[src/rtl/tmz_pkg.sv]
// constants and types for the timer0 counter with shared prescaler
// Contract
// sample scaler output on phase two and four
// unscaled source high and low two periods
// scaled source period four periods over ratio
// ripple prescaler divides external input first
// scaled source phases meet minimum pulse width
// timer increments only after synchronisation
// one 8-bit scaler, timer or watchdog only
// assignment and ratio from option low nibble
// timer write clears scaler when timer-assigned
// clear-watchdog clears scaler when watchdog-assigned
// scaler count not software visible
// scaler resets to all zeros
// assignment changeable on the fly
// software order: clear watchdog, timer, then option
// software clears watchdog before giving scaler timer
// source select overrides count pin direction
// timer write blocks increments two cycles
// source select: instruction cycles or external edges
// edge select: clear rising, set falling
// assign clear gives timer ratios 2 to 256
// ratio code n divides by two to n+1
package tmz_pkg;
	localparam logic [7:0] TIMER_COUNT_ADDR = 8'h01;
	localparam logic [7:0] COMPARATOR_CONTROL_ADDR = 8'h07;
	localparam logic [7:0] OPTION_RESET = 8'hff;
	localparam logic [7:0] COMPARATOR_RESET = 8'hff;
	localparam logic [3:0] PIN_DIRECTION_RESET = 4'hf;
	localparam logic [7:0] SCALER_RESET = 8'h00;
	localparam logic [7:0] TIMER_RESET = 8'h00;
	localparam int OPT_SOURCE_BIT = 5;
	localparam int OPT_EDGE_BIT = 4;
	localparam int OPT_ASSIGN_BIT = 3;
	localparam int OPT_RATIO_LSB = 0;
	localparam int CMP_RESULT_BIT = 7;
	localparam int CMP_DRIVE_N_BIT = 6;
	localparam int CMP_COUNT_SEL_BIT = 4;
	localparam int COUNT_PIN_BIT = 2;
	localparam int PHASES_PER_CYCLE = 4;
	localparam logic [1:0] PHASE_TWO = 2'h1;
	localparam logic [1:0] PHASE_FOUR = 2'h3;
	localparam logic [1:0] WRITE_INHIBIT_CYCLES = 2'h2;
	typedef enum logic [1:0] {TMZ_SRC_CYCLE, TMZ_SRC_COMPARATOR, TMZ_SRC_PIN} tmz_src_e;
endpackage : tmz_pkg

[src/rtl/tmz_scaler.sv]
// shared 8-bit prescaler counter with ratio tap
`timescale 1ns/1ps
`default_nettype none
module tmz_scaler #(
	parameter int WIDTH = 8
) (
	// clock and reset
	input wire logic mclk,
	input wire logic rst_n,
	// control
	input wire logic clear,
	input wire logic step,
	input wire logic [2:0] ratio,
	// tap
	output logic tap
);
	logic [WIDTH-1:0] cnt_q;

	// counter never reaches the register bus
	always_ff @(posedge mclk or negedge rst_n) begin
		if (!rst_n) begin
			cnt_q <= tmz_pkg::SCALER_RESET;
		end else if (clear) begin
			cnt_q <= tmz_pkg::SCALER_RESET;
		end else if (step) begin
			cnt_q <= cnt_q + 1'b1;
		end
	end

	// bit n toggles every 2^n steps, symmetric square output
	assign tap = cnt_q[ratio];
endmodule : tmz_scaler
`default_nettype wire

[src/rtl/tmz_timer0.sv]
// timer0 counter with external sync, shared prescaler and option control
`timescale 1ns/1ps
`default_nettype none
module tmz_timer0 (
	// clock and reset
	input wire logic mclk,
	input wire logic rst_n,
	// core register port
	input wire logic [7:0] reg_addr,
	input wire logic reg_wr,
	input wire logic [7:0] reg_wdata,
	input wire logic option_wr,
	input wire logic direction_wr,
	input wire logic clear_watchdog_instr,
	output logic [7:0] timer_count,
	output logic [7:0] comparator_control,
	// pins and neighbours
	input wire logic ext_count_pin,
	input wire logic comparator_result,
	input wire logic watchdog_tick,
	output logic watchdog_out,
	output logic count_pin_dir,
	output logic [1:0] phase
);
	logic [1:0] phase_q;
	logic [7:0] option_q;
	logic [7:0] cmp_q;
	logic [3:0] dir_q;
	logic [7:0] timer_q;
	logic [1:0] inhibit_q;
	logic src_q;
	logic src_prev_q;
	logic ext_s1_q;
	logic ext_s2_q;
	logic ext_s2_prev_q;
	logic wdt_prev_q;
	logic wdt_out_q;
	logic pin_dir_q;
	logic [7:0] cmp_rd_q;
	logic timer_wr;
	logic to_timer;
	logic ext_mode;
	logic raw_src;
	logic edge_src;
	logic scl_step;
	logic scl_clear;
	logic scl_tap;
	logic count_now;
	logic cycle_end;
	tmz_pkg::tmz_src_e src_sel;

	////////////////////////////////////////////////////////////////////////
	// decoding

	assign timer_wr = reg_wr && (reg_addr == tmz_pkg::TIMER_COUNT_ADDR);
	assign to_timer = !option_q[tmz_pkg::OPT_ASSIGN_BIT];
	assign ext_mode = option_q[tmz_pkg::OPT_SOURCE_BIT];
	assign cycle_end = (phase_q == tmz_pkg::PHASE_FOUR);

	// source mux per the clock source table
	always_comb begin
		if (!ext_mode) begin
			src_sel = tmz_pkg::TMZ_SRC_CYCLE;
		end else if (cmp_q[tmz_pkg::CMP_COUNT_SEL_BIT] && cmp_q[tmz_pkg::CMP_DRIVE_N_BIT]) begin
			src_sel = tmz_pkg::TMZ_SRC_PIN;
		end else begin
			src_sel = tmz_pkg::TMZ_SRC_COMPARATOR;
		end
	end

	always_comb begin
		case (src_sel)
			tmz_pkg::TMZ_SRC_PIN: raw_src = ext_count_pin;
			tmz_pkg::TMZ_SRC_COMPARATOR: raw_src = comparator_result;
			default: raw_src = 1'b0;
		endcase
	end

	////////////////////////////////////////////////////////////////////////
	// phase clock: each instruction cycle is four mclk

	always_ff @(posedge mclk or negedge rst_n) begin
		if (!rst_n) begin
			phase_q <= 2'h0;
		end else begin
			phase_q <= phase_q + 2'h1;
		end
	end

	////////////////////////////////////////////////////////////////////////
	// configuration registers, changeable any time

	always_ff @(posedge mclk or negedge rst_n) begin
		if (!rst_n) begin
			option_q <= tmz_pkg::OPTION_RESET;
		end else if (option_wr) begin
			option_q <= reg_wdata;
		end
	end

	always_ff @(posedge mclk or negedge rst_n) begin
		if (!rst_n) begin
			cmp_q <= tmz_pkg::COMPARATOR_RESET;
		end else if (reg_wr && reg_addr == tmz_pkg::COMPARATOR_CONTROL_ADDR) begin
			cmp_q <= reg_wdata;
		end
	end

	always_ff @(posedge mclk or negedge rst_n) begin
		if (!rst_n) begin
			dir_q <= tmz_pkg::PIN_DIRECTION_RESET;
		end else if (direction_wr) begin
			dir_q <= reg_wdata[3:0];
		end
	end

	// external source forces the count pin to input
	always_ff @(posedge mclk or negedge rst_n) begin
		if (!rst_n) begin
			pin_dir_q <= 1'b1;
		end else begin
			pin_dir_q <= ext_mode | dir_q[tmz_pkg::COUNT_PIN_BIT];
		end
	end

	////////////////////////////////////////////////////////////////////////
	// edge select and prescaler stepping

	// falling edges become rising by inversion
	assign edge_src = raw_src ^ option_q[tmz_pkg::OPT_EDGE_BIT];

	// reset to the idle level after inversion, so no false scaler step follows reset
	always_ff @(posedge mclk or negedge rst_n) begin
		if (!rst_n) begin
			src_q <= tmz_pkg::OPTION_RESET[tmz_pkg::OPT_EDGE_BIT];
			src_prev_q <= tmz_pkg::OPTION_RESET[tmz_pkg::OPT_EDGE_BIT];
			wdt_prev_q <= 1'b0;
		end else begin
			src_q <= edge_src;
			src_prev_q <= src_q;
			wdt_prev_q <= watchdog_tick;
		end
	end

	// scaler clocked by whichever side owns it
	always_comb begin
		if (to_timer) begin
			scl_step = ext_mode ? (src_q && !src_prev_q) : cycle_end;
		end else begin
			scl_step = watchdog_tick && !wdt_prev_q;
		end
	end

	assign scl_clear = to_timer ? timer_wr : clear_watchdog_instr;

	tmz_scaler #(
		.WIDTH(8)
	) u_scaler (
		.mclk(mclk),
		.rst_n(rst_n),
		.clear(scl_clear),
		.step(scl_step),
		.ratio(option_q[tmz_pkg::OPT_RATIO_LSB +: 3]),
		.tap(scl_tap)
	);

	// watchdog sees the scaler tap only when it owns it
	always_ff @(posedge mclk or negedge rst_n) begin
		if (!rst_n) begin
			wdt_out_q <= 1'b0;
		end else begin
			wdt_out_q <= to_timer ? (watchdog_tick && !wdt_prev_q) : scl_tap;
		end
	end

	////////////////////////////////////////////////////////////////////////
	// sync: sample only on phase two and phase four

	always_ff @(posedge mclk or negedge rst_n) begin
		if (!rst_n) begin
			ext_s1_q <= 1'b0;
			ext_s2_q <= 1'b0;
		end else begin
			if (phase_q == tmz_pkg::PHASE_TWO) begin
				ext_s1_q <= to_timer ? scl_tap : src_q;
			end
			if (cycle_end) begin
				ext_s2_q <= ext_s1_q;
			end
		end
	end

	always_ff @(posedge mclk or negedge rst_n) begin
		if (!rst_n) begin
			ext_s2_prev_q <= 1'b0;
		end else if (cycle_end) begin
			ext_s2_prev_q <= ext_s2_q;
		end
	end

	// internal mode with scaler counts tap rising edges too; only the second stage is read
	always_comb begin
		if (ext_mode || to_timer) begin
			count_now = cycle_end && ext_s2_q && !ext_s2_prev_q;
		end else begin
			count_now = cycle_end;
		end
	end

	////////////////////////////////////////////////////////////////////////
	// timer register

	always_ff @(posedge mclk or negedge rst_n) begin
		if (!rst_n) begin
			inhibit_q <= 2'h0;
		end else if (timer_wr) begin
			inhibit_q <= tmz_pkg::WRITE_INHIBIT_CYCLES;
		end else if (cycle_end && inhibit_q != 2'h0) begin
			inhibit_q <= inhibit_q - 2'h1;
		end
	end

	always_ff @(posedge mclk or negedge rst_n) begin
		if (!rst_n) begin
			timer_q <= tmz_pkg::TIMER_RESET;
		end else if (timer_wr) begin
			timer_q <= reg_wdata;
		end else if (count_now && inhibit_q == 2'h0) begin
			timer_q <= timer_q + 8'h01;
		end
	end

	// comparator result bit is read-only, live
	always_ff @(posedge mclk or negedge rst_n) begin
		if (!rst_n) begin
			cmp_rd_q <= tmz_pkg::COMPARATOR_RESET;
		end else begin
			cmp_rd_q <= {comparator_result, cmp_q[6:0]};
		end
	end

	////////////////////////////////////////////////////////////////////////
	// outputs

	assign timer_count = timer_q;
	assign comparator_control = cmp_rd_q;
	assign watchdog_out = wdt_out_q;
	assign count_pin_dir = pin_dir_q;
	assign phase = phase_q;
endmodule : tmz_timer0
`default_nettype wire
[config.mk]
export PLATFORM = sky130hd
export DESIGN_NAME = tmz_timer0
export DESIGN_NICKNAME = d
export VERILOG_FILES = /design/src/rtl/tmz_pkg.sv /design/src/rtl/tmz_scaler.sv /design/src/rtl/tmz_timer0.sv
export SDC_FILE = /design/constraint.sdc
export NUM_CORES = 1
export LEC_CHECK = 0
export BUFFER_PORTS_ARGS = -buffer_cell sky130_fd_sc_hd__buf_4
export CAP_MARGIN = 20
export CORE_MARGIN = 2
export CORE_UTILIZATION = 39
export CTS_BUF_LIST = sky130_fd_sc_hd__clkbuf_8
export CTS_CLUSTER_DIAMETER = 60
export DETAILED_ROUTE_END_ITERATION = 6
export PLACE_DENSITY_LB_ADDON = 0.25
export SLEW_MARGIN = 20
export SYNTH_ARGS = -nofsm -noshare
export SYNTH_HDL_FRONTEND = slang
export SYNTH_SLANG_ARGS = --single-unit
[constraint.sdc]
create_clock -name mclk -period 4.6 [get_ports mclk]
set_input_delay 0.23 -clock mclk [delete_from_list [all_inputs] [get_ports mclk]]
set_output_delay 0.23 -clock mclk [all_outputs]
set_load 0.02 [all_outputs]
==> results.cfg, run 1 <==
[outcome]
status = finished clean

[routing]
vias = 1610
drt_pass1_iterations = 4
final_antenna_net_count = 0
highest_layer = met4
drcViolationCount = 0
drt-initial-drc-count = 74
routed_via_density = 5.227
totalWireLength_mm = 4.396
post_drt_wl_per_cell_um = 14.27
wl_met1_mm = 2.110
wl_met2_mm = 1.959
dr_wl_met3_um = 246

[grt]
grt_max_degree = 51
first_global_vias = 1534
grt_antenna_before_repair = 0
track_usage_pct = 14.98
grt_overflow = 0
grt_pass1_wl_mm = 7.334

[clock_network]
clock-sinks = 50
h-tree-depth = 2
post_cts_resize_count = 0
hold_buffers = 1
cts_buffers = 5
clock_latency_ns = 0.31
clock-root-buffer = clkbuf_8
clk_pin_slew_ns = 0.09
clockBufferDepth = 2
cts_tree = built
cts_setup_buffers = 0

[cells_and_area]
fill_cells = 518
drive_above_1_share_pct = 43.22
post-route-util_pct = 49.81
num-nets-final = 265
num_antenna_cells = 0
syn_to_final_growth_pct = 22.26
fin_cells = 308

[sta]
fin_setup_tns_ns = 0
setup_ws_ns = 2.702
period_minus_slack_ns = 1.898
fin_skew_ns = 0.01270
hold_viol = 0
rsz0062_at_grt = no
slew_headroom_pct = 53.16
tightest_slew_ns = 0.7025
finalSetupViolations = 0
finalMaxSlewViolations = 0
fmax_ghz = 0.5269
finalCritPeriodShare_pct = 41.26

[placement]
globalplace.congestion = 0.7170
portBuffers = 44
post-dp-hpwl_mm = 3.063
post-place-ws_ns = 2.497
dp.cells = 299

[min_path]
worstHoldPathType = input pin to flop
whs_path_depth = 1
hold_end = comparator_control[7]$_DFF_PN1_
min_from = comparator_result

[setup_path]
r2r_setup_slack_ns = 2.70
crit_fanout = 16
critPathBufInv = 1
crit_path_top_delay_cell = or4_1
cp_cell_sequence = ha_1, inv_1, o221a_2, or4_1, a21oi_1
r2r-start = phase[0]$_DFF_PN0_
crit_arrival_ns = 2.13
criticalPathCategory = flop to flop
crit_path_max_incr_delay_ns = 0.50
critPathLaunchType = flop
required_ns = 4.83
critPathTopFamily = compound AO/OA/AOI/OAI gates
reg2reg_to = u_scaler.cnt_q[4]$_DFFE_PN0P_
critPathCaptureType = flop
path_depth = 5
worstRegToRegCells = 5

[synth]
synth_common_cells = dfrtp_1 (25), dfstp_2 (25), mux2_2 (17)
ys_top_cells_by_area = dfstp_2 (29%), dfrtp_1 (28%), mux2_2 (8.4%)
synth-async-reset-ratio_pct = 100.0
syn_area_mm2 = 0.002271
yosysUniqueCellTypes = 39
synth-edff-count = 0
seq_area_frac_synth_pct = 56.47
synthFlopType = dfstp_2
yosys_warnings = 0
yosys.area.top_type = dfstp_2
synth-seq-cells = 50
synthCells = 189
synth_fp_nets = 219
syn_area_per_cell_um2 = 12.02
synth_top_area_share_pct = 28.93

[floorplan]
die_w_um = 80.31
ios = 45
placementRows = 27
core_mm2 = 0.005574
die_area_mm2 = 0.006449
start_util_pct = 40.74
die_y_um = 80.31

[job]
max_cap_violations = 0

[power_and_ir_drop]
vdd_drop_max_uv = 172.7
p_per_area_mw_per_mm2 = 442.7
p_leak_nw = 1.172
area by class of cell:
cell class                 instances  area, µm²  area share (%)
multi-input combinational        122      910.9           32.81
sequential                        50       1282           46.19
clock inverter                     3      42.54           1.532
tap                               72      90.09           3.245
timing repair buffer              45      340.3           12.26
clock buffer                       5      68.82           2.479
inverter                          11      41.29           1.487
report_power, final:
| part | internal (mW) | total [mW] | switching [mW] |
|---|---|---|---|
| combinational | 0.154 | 0.312 | 0.158 |
| sequential | 0.529 | 0.607 | 0.0779 |
| clock | 0.161 | 0.310 | 0.149 |
| total | 0.844 | 1.23 | 0.385 |
cells in the final DEF, fill, tap and decap left out, drive strengths merged:
cell and n:
buf 44, dfstp 25, dfrtp 25, mux2 17
a21oi 15, inv 12, nand2 10, nor2 10
or4 8, o21ai 8, o31ai 7, xnor2 6
nand3 5, ha 5, clkbuf 5, nand4 4
nand2b 4, or3 3, and2 3, mux4 2
a31oi 2, a211oi 2, or2 1, nand4bb 1
o221a 1, and3 1, o22ai 1, o211ai 1
a21o 1, or3b 1, a2111oi 1, o31a 1
mux2i 1, clkinv 1, bufinv 1, dlygate4sd3 1
registers in the layout, summed over array words and instances, names as in the netlist, 2 cells and up:
| name | cells |
|---|---|
| option_q | 6 |
| phase | 2 |
| comparator_control | 8 |
| timer_count | 8 |
| cmp_q | 7 |
| inhibit_q | 2 |
| u_scaler.cnt_q | 8 |
worst register-to-register path: cells and delay by family (launching register included):
kind | cells | cell delay (ns)
AO/OA/AOI/OAI | 2 | 0.54
AND/OR/NAND/NOR | 1 | 0.51
flip-flops | 1 | 0.41
adder cells (fa/ha/maj) | 1 | 0.30
buffers and inverters | 1 | 0.07
kinds of logic (layout without fill, tap and decap cells):
group	after synthesis	after routing	synth area share (%)
xor+xnor	6	6	2.314
buf+inv	17	64	3.416
simple gates	51	51	12.78
fa+ha+maj	5	5	2.755
compound gates	40	40	11.41
flops	50	50	56.47
mux	20	20	10.85
worst max path at each step:
stage                                         end          startpoint  slack, ns
floorplan           u_scaler.cnt_q[1]$_DFFE_PN0P_  phase[0]$_DFF_PN0_       2.80
global placement    u_scaler.cnt_q[6]$_DFFE_PN0P_         reg_addr[5]       2.52
detailed placement  u_scaler.cnt_q[7]$_DFFE_PN0P_         reg_addr[5]       2.50
CTS                 u_scaler.cnt_q[7]$_DFFE_PN0P_  phase[0]$_DFF_PN0_       2.67
global route        u_scaler.cnt_q[5]$_DFFE_PN0P_  phase[0]$_DFF_PN0_       2.57
finish              u_scaler.cnt_q[4]$_DFFE_PN0P_  phase[0]$_DFF_PN0_       2.70
metal layers:
| metal | up-vias | track usage (%) |
|---|---|---|
| met5 | - | 0 |
| met4 | 0 | 7.119 |
| li1 | 768 | - |
| met3 | 7 | 3.596 |
| met2 | 39 | 22.50 |
| met1 | 796 | 20.33 |
per-stage QoR:
| step | area [µm²] | hold slack, ns | power [mW] |
|---|---|---|---|
| 6_report | 2776 | 0.03200 | 1.229 |
| 5_1_grt | 2776 | 0.004430 | 1.312 |
| 2_1_floorplan | 2271 | -0.06559 | 0.7962 |
| 3_5_place_dp | 2655 | 0.2912 | 0.9291 |
| 4_1_cts | 2776 | 0.02110 | 1.243 |
| 3_3_place_gp | 2655 | 0.2942 | 0.9231 |
(Power assumes the default switching activity.)
==> run 2: changes to the inputs <==
--- a/config.mk
+++ b/config.mk
@@ -5,6 +5,7 @@
 export SDC_FILE = /design/constraint.sdc
 export NUM_CORES = 1
 export LEC_CHECK = 0
+export ABC_AREA = 1
 export BUFFER_PORTS_ARGS = -buffer_cell sky130_fd_sc_hd__buf_4
 export CAP_MARGIN = 20
 export CORE_MARGIN = 2
==> constraint.sdc (replaced) <==
create_clock -name mclk -period 1.8 [get_ports mclk]
set_input_delay 0.09 -clock mclk [delete_from_list [all_inputs] [get_ports mclk]]
set_output_delay 0.09 -clock mclk [all_outputs]
set_load 0.02 [all_outputs]
==> run 2 against run 1 <==
  * Synthesized area is 9.5% higher
  * Clock skew is 0.0052 ns lower
  * Combinational power is 130% higher
  * Hold slack worse by 0.032 ns
  * Critical path type unchanged
  * Largest cell class unchanged
  * Largest power group unchanged
==> results.cfg, run 2 <==
[clock_network]
cts_setup_buffers = 0
clock_latency_ns = 0.32
clockBufferDepth = 2
cts_buffers = 5
cts_tree = built
clock-root-buffer = clkbuf_8
clock-sinks = 50
hold_buffers = 9
clk_pin_slew_ns = 0.11
post_cts_resize_count = 0
h-tree-depth = 2

[setup_path]
crit_arrival_ns = 1.71
critPathCaptureType = flop
critPathTopFamily = flip-flops
reg2reg_to = timer_count[1]$_DFFE_PN0P_
crit_path_top_delay_cell = dfrtp_1
critPathLaunchType = flop
path_depth = 5
crit_fanout = 7
criticalPathCategory = flop to flop
required_ns = 2.03
r2r_setup_slack_ns = 0.32
critPathBufInv = 0
worstRegToRegCells = 5
r2r-start = phase[0]$_DFF_PN0_
cp_cell_sequence = ha_1, nand2_1, a21oi_2, nand3_1, o211ai_1
crit_path_max_incr_delay_ns = 0.41

[floorplan]
die_area_mm2 = 0.007029
start_util_pct = 39.84
core_mm2 = 0.006241
die_w_um = 83.84
ios = 45
die_y_um = 83.84
placementRows = 29

[synth]
syn_area_mm2 = 0.002486
synth_fp_nets = 311
synthCells = 281
yosysMostFrequentCell = nand2_1
ys_top_cells_by_area = dfstp_2 (26%), dfrtp_1 (25%), nand2_1 (9.8%)
yosysUniqueCellTypes = 30
synth-seq-cells = 50
yosys.area.top_type = dfstp_2
yosys_warnings = 0
synth-edff-count = 0
synth-async-reset-ratio_pct = 100.0
syn_area_per_cell_um2 = 8.847
seq_area_frac_synth_pct = 51.59
synth_top_area_share_pct = 26.42
synthFlopType = dfstp_2
synth_common_cells = nand2_1 (65), inv_1 (40), nand3_1 (36)

[routing]
routed_via_density = 4.783
drcViolationCount = 0
drt-initial-drc-count = 87
vias = 1980
totalWireLength_mm = 4.997
drt_pass1_iterations = 4
post_drt_wl_per_cell_um = 12.07
final_antenna_net_count = 0

[power_and_ir_drop]
p_leak_nw = 1.494
vdd_drop_max_uv = 418.4
p_per_area_mw_per_mm2 = 947.9

[cells_and_area]
fill_cells = 618
final_cell_area_mm2 = 0.003052
num-nets-final = 366
drive_above_1_share_pct = 31.16
syn_to_final_growth_pct = 22.75
final_cell_mix = nand2_1 (65), buf_4 (44), inv_1 (40)
mostFrequentLayoutCell = nand2_1
num_antenna_cells = 0
seqCellArea_mm2 = 0.001282
multi_input_area_um2 = 985.9

[sta]
finalSetupViolations = 0
rsz0062_at_grt = no
finalMaxSlewViolations = 0
hold_viol = 0
fin_skew_ns = 0.007475
finalCritPeriodShare_pct = 81.96
fin_setup_tns_ns = 0
fmax_ghz = 0.6778
tightest_slew_ns = 0.6150
period_minus_slack_ns = 1.475
slew_headroom_pct = 59.00

[min_path]
whs_path_depth = 3
min_from = reg_wdata[1]
hold_end = option_q[1]$_DFFE_PN1P_
worstHoldPathType = input pin to flop

[placement]
place_area_mm2 = 0.002864
portBuffers = 44
globalplace.congestion = 0.8443
post-dp-hpwl_mm = 3.588

[grt]
grt_antenna_before_repair = 0
track_usage_pct = 15.34
grt_overflow = 0
first_global_vias = 1827
grt_max_degree = 51
grt_pass1_wl_mm = 8.694

[outcome]
status = finished clean

[job]
max_cap_violations = 0
run 2: changes by cell type after synthesis, sizes merged, moves of 8 or more:
cell,delta
nor2,+11
nand3,+35
inv,+34
nand2,+62
mux2,-16
o21ai,+13
or4,-8
a21oi,-13
run 2: per-stage QoR:
step / instances / utilization (%) / worst slack [ns] / total power, mW / hold slack (ns)
finish: 414 / 48.90 / 0.3247 / 2.893 / 0.0003874
global route: 414 / 48.90 / 0.1410 / 3.081 / 0.006575
CTS: 414 / 48.90 / 0.3121 / 2.928 / 0.0004436
detailed placement: 397 / 45.89 / 0.3392 / 2.177 / 0.1520
global placement: 397 / 45.89 / 0.3874 / 2.162 / 0.1524
floorplan: 281 / - / 0.3945 / 1.898 / -0.2056
run 2: kinds of logic (layout without fill, tap and decap cells):
family,count (synthesis),count (layout),synth area share [%]
AOI/OAI and AO/OA,30,30,8.152
xor gates and xnor gates,6,6,2.114
adders and majority gates,5,5,2.516
buffers and inverters,50,106,8.757
DFF,50,50,51.59
muxes,1,1,0.4529
and+or+nand+nor,139,139,26.42
run 2: per-layer routing:
metal	up-vias	part of all wire, %	global-route usage (%)
met5	-	0	0
met4	0	1.6	4.839
met3	7	4.1	2.967
met2	33	47	23.85
met1	942	47	21.73
li1	998	-	-
run 2: how the worst max path moves through the flow:
stage | slack (ns) | from | endpoint
6_report | 0.32 | phase[0]$_DFF_PN0_ | timer_count[1]$_DFFE_PN0P_
5_1_grt | 0.14 | phase[0]$_DFF_PN0_ | timer_count[1]$_DFFE_PN0P_
4_1_cts | 0.31 | phase[0]$_DFF_PN0_ | timer_count[1]$_DFFE_PN0P_
3_5_place_dp | 0.34 | phase[0]$_DFF_PN0_ | timer_count[0]$_DFFE_PN0P_
3_3_place_gp | 0.39 | phase[0]$_DFF_PN0_ | timer_count[1]$_DFFE_PN0P_
2_1_floorplan | 0.39 | phase[0]$_DFF_PN0_ | u_scaler.cnt_q[1]$_DFFE_PN0P_
run 2: final cells by class:
type | count | area share, %
repair buffers | 53 | 13.78
clock inverters | 3 | 0.9430
well taps | 77 | 3.157
inverters | 45 | 5.535
flip-flops and latches | 50 | 42.03
multi-input cells | 181 | 32.31
clock buffers | 5 | 2.255
run 2: power breakdown:
part | internal [mW] | total [mW] | switching (mW)
clock network | 0.292 | 0.721 | 0.430
registers | 1.31 | 1.47 | 0.156
logic | 0.318 | 0.703 | 0.385
total | 1.92 | 2.89 | 0.971
run 2: tightest hold or removal path, stage by stage:
cell,delay [ns]
buf_4,0.09
nand2_1,0.04
o21ai_0,0.07
==> run 3: changes to the inputs <==
==> constraint.sdc (replaced) <==
create_clock -name mclk -period 1.5 [get_ports mclk]
set_input_delay 0.075 -clock mclk [delete_from_list [all_inputs] [get_ports mclk]]
set_output_delay 0.075 -clock mclk [all_outputs]
set_load 0.02 [all_outputs]
==> run 3 against run 2 <==
  * The flow now finishes with violations (negative hold slack)
  * Clock-buffer cell count is the same
  * Critical path depth shrank 2
  * Design area grew 1.9%
  * Via count grew 2.9%
  * Critical endpoint is now option_q[1]$_DFFE_PN1P_
==> results.cfg, run 3 (same netlist as run 2, synthesis figures left out) <==
[outcome]
status = complete, but fails checks
violations = negative hold slack

[routing]
final_antenna_net_count = 0
wl_met2_mm = 2.484
drcViolationCount = 0
highest_layer = met4
routed_via_density = 4.864
drt_pass1_iterations = 4
post_drt_wl_per_cell_um = 12.16
totalWireLength_mm = 5.097
drt-initial-drc-count = 91
dr_wl_met3_um = 179
vias = 2038
wl_met1_mm = 2.385

[setup_path]
crit_arrival_ns = 1.65
required_ns = 1.76
critPathBufInv = 2
criticalPathCategory = flop to flop
crit_path_top_delay_cell = dfstp_2
critPathLaunchType = flop
crit_path_max_incr_delay_ns = 0.57
cp_cell_sequence = inv_1, o21ai_0, dlygate4sd3_1
critPathTopFamily = buffers and inverters
critPathCaptureType = flop
crit_fanout = 3

[clock_network]
clockBufferDepth = 2
clock_latency_ns = 0.31
clk_pin_slew_ns = 0.11
cts_buffers = 5
clock-root-buffer = clkbuf_8
clock-sinks = 50
cts_tree = built
h-tree-depth = 2

[placement]
place_area_mm2 = 0.002872
post-place-ws_ns = 0.07750
globalplace.congestion = 0.8618
portBuffers = 44
post-dp-hpwl_mm = 3.668
dp.cells = 398

[power_and_ir_drop]
p_leak_nw = 1.518
vdd_drop_max_uv = 562.7
p_per_area_mw_per_mm2 = 1110

[floorplan]
placementRows = 29
ios = 45
die_area_mm2 = 0.007029
core_mm2 = 0.006241
die_y_um = 83.84
die_w_um = 83.84
start_util_pct = 39.84

[sta]
whs_ns = -0.002237
hold_viol = 1
finalCritPeriodShare_pct = 92.44
fmax_ghz = 0.7212
finalMaxSlewViolations = 0
tightest_slew_ns = 0.6121
setup_ws_ns = 0.1134
period_minus_slack_ns = 1.387
fin_skew_ns = 0.01396
slew_headroom_pct = 59.19
fin_setup_tns_ns = 0
finalSetupViolations = 0
rsz0062_at_grt = no

[grt]
grt_max_degree = 51
track_usage_pct = 15.81
grt_overflow = 0
first_global_vias = 1974
grt_pass1_wl_mm = 9.094
grt_antenna_before_repair = 0

[cells_and_area]
final_cell_mix = nand2_1 (65), buf_4 (46), inv_1 (40)
syn_to_final_growth_pct = 25.06
num-nets-final = 371
final_cell_area_mm2 = 0.003109
mostFrequentLayoutCell = nand2_1
num_antenna_cells = 0
fin_cells = 419
drive_above_1_share_pct = 31.58

[job]
max_cap_violations = 0

[min_path]
worstHoldPathType = input pin to flop
run 3: metrics by stage:
step                total power, mW  utilization, %  hold WS [ns]
global route                  3.684           49.82       0.02070
finish                        3.451           49.82     -0.002237
floorplan                     2.278               -       -0.2206
global placement              2.598           46.01        0.1353
detailed placement            2.615           46.01        0.1371
CTS                           3.500           49.50      0.003215
run 3: report_power, final:
group / switching [mW] / internal [mW] / total (mW) / leakage (nW)
Sequential: 0.185 / 1.57 / 1.76 / 0.582
Clock: 0.487 / 0.346 / 0.833 / 0.0502
Combinational: 0.467 / 0.393 / 0.860 / 0.885
Total: 1.14 / 2.31 / 3.45 / 1.52
run 3: final timing paths:
kind | start | endpoint | slack [ns] | cells after the start
min reg2reg | cmp_q[0]$_DFFE_PN1P_ | comparator_control[0]$_DFF_PN1_ | 0.37 | 0
max | option_q[1]$_DFFE_PN1P_ | option_q[1]$_DFFE_PN1P_ | 0.11 | 3
max reg2reg | option_q[1]$_DFFE_PN1P_ | option_q[1]$_DFFE_PN1P_ | 0.11 | 3
max in group asynchronous | rst_n | u_scaler.cnt_q[2]$_DFFE_PN0P_ | 0.77 | 2
min in group asynchronous | rst_n | u_scaler.cnt_q[1]$_DFFE_PN0P_ | 0.32 | 2
min | reg_wdata[3] | option_q[3]$_DFFE_PN1P_ | -0.002 | 3
run 3: worst min-delay path, stage by stage:
cell and delay, ns:
buf_4 0.09, nand2_1 0.03, o21ai_0 0.07
run 3: what timing repair did:
| item | 4_1_cts | 5_1_grt |
|---|---|---|
| hold buffers | 12 | 0 |
| gates resized for setup | 0 | 3 |
| hold endpoints to repair | 33 | 0 |
| setup endpoints to repair | 0 | 9 |
| setup buffers | 0 | 1 |
run 3: cell type report:
type                       instances  area, µm²
fill                             603       3132
sequential                        50       1282
multi-input combinational        181      998.5
timing repair buffer              58      465.4
inverter                          45      168.9
tap                               77      96.34
clock buffer                       5      68.82
clock inverter                     3      28.78
run 3: routing by layer:
layer	global-route usage, %	vias up
li1	-	1012
met1	21.92	980
met2	25.89	42
met3	2.967	4
met4	3.519	0
met5	0	-
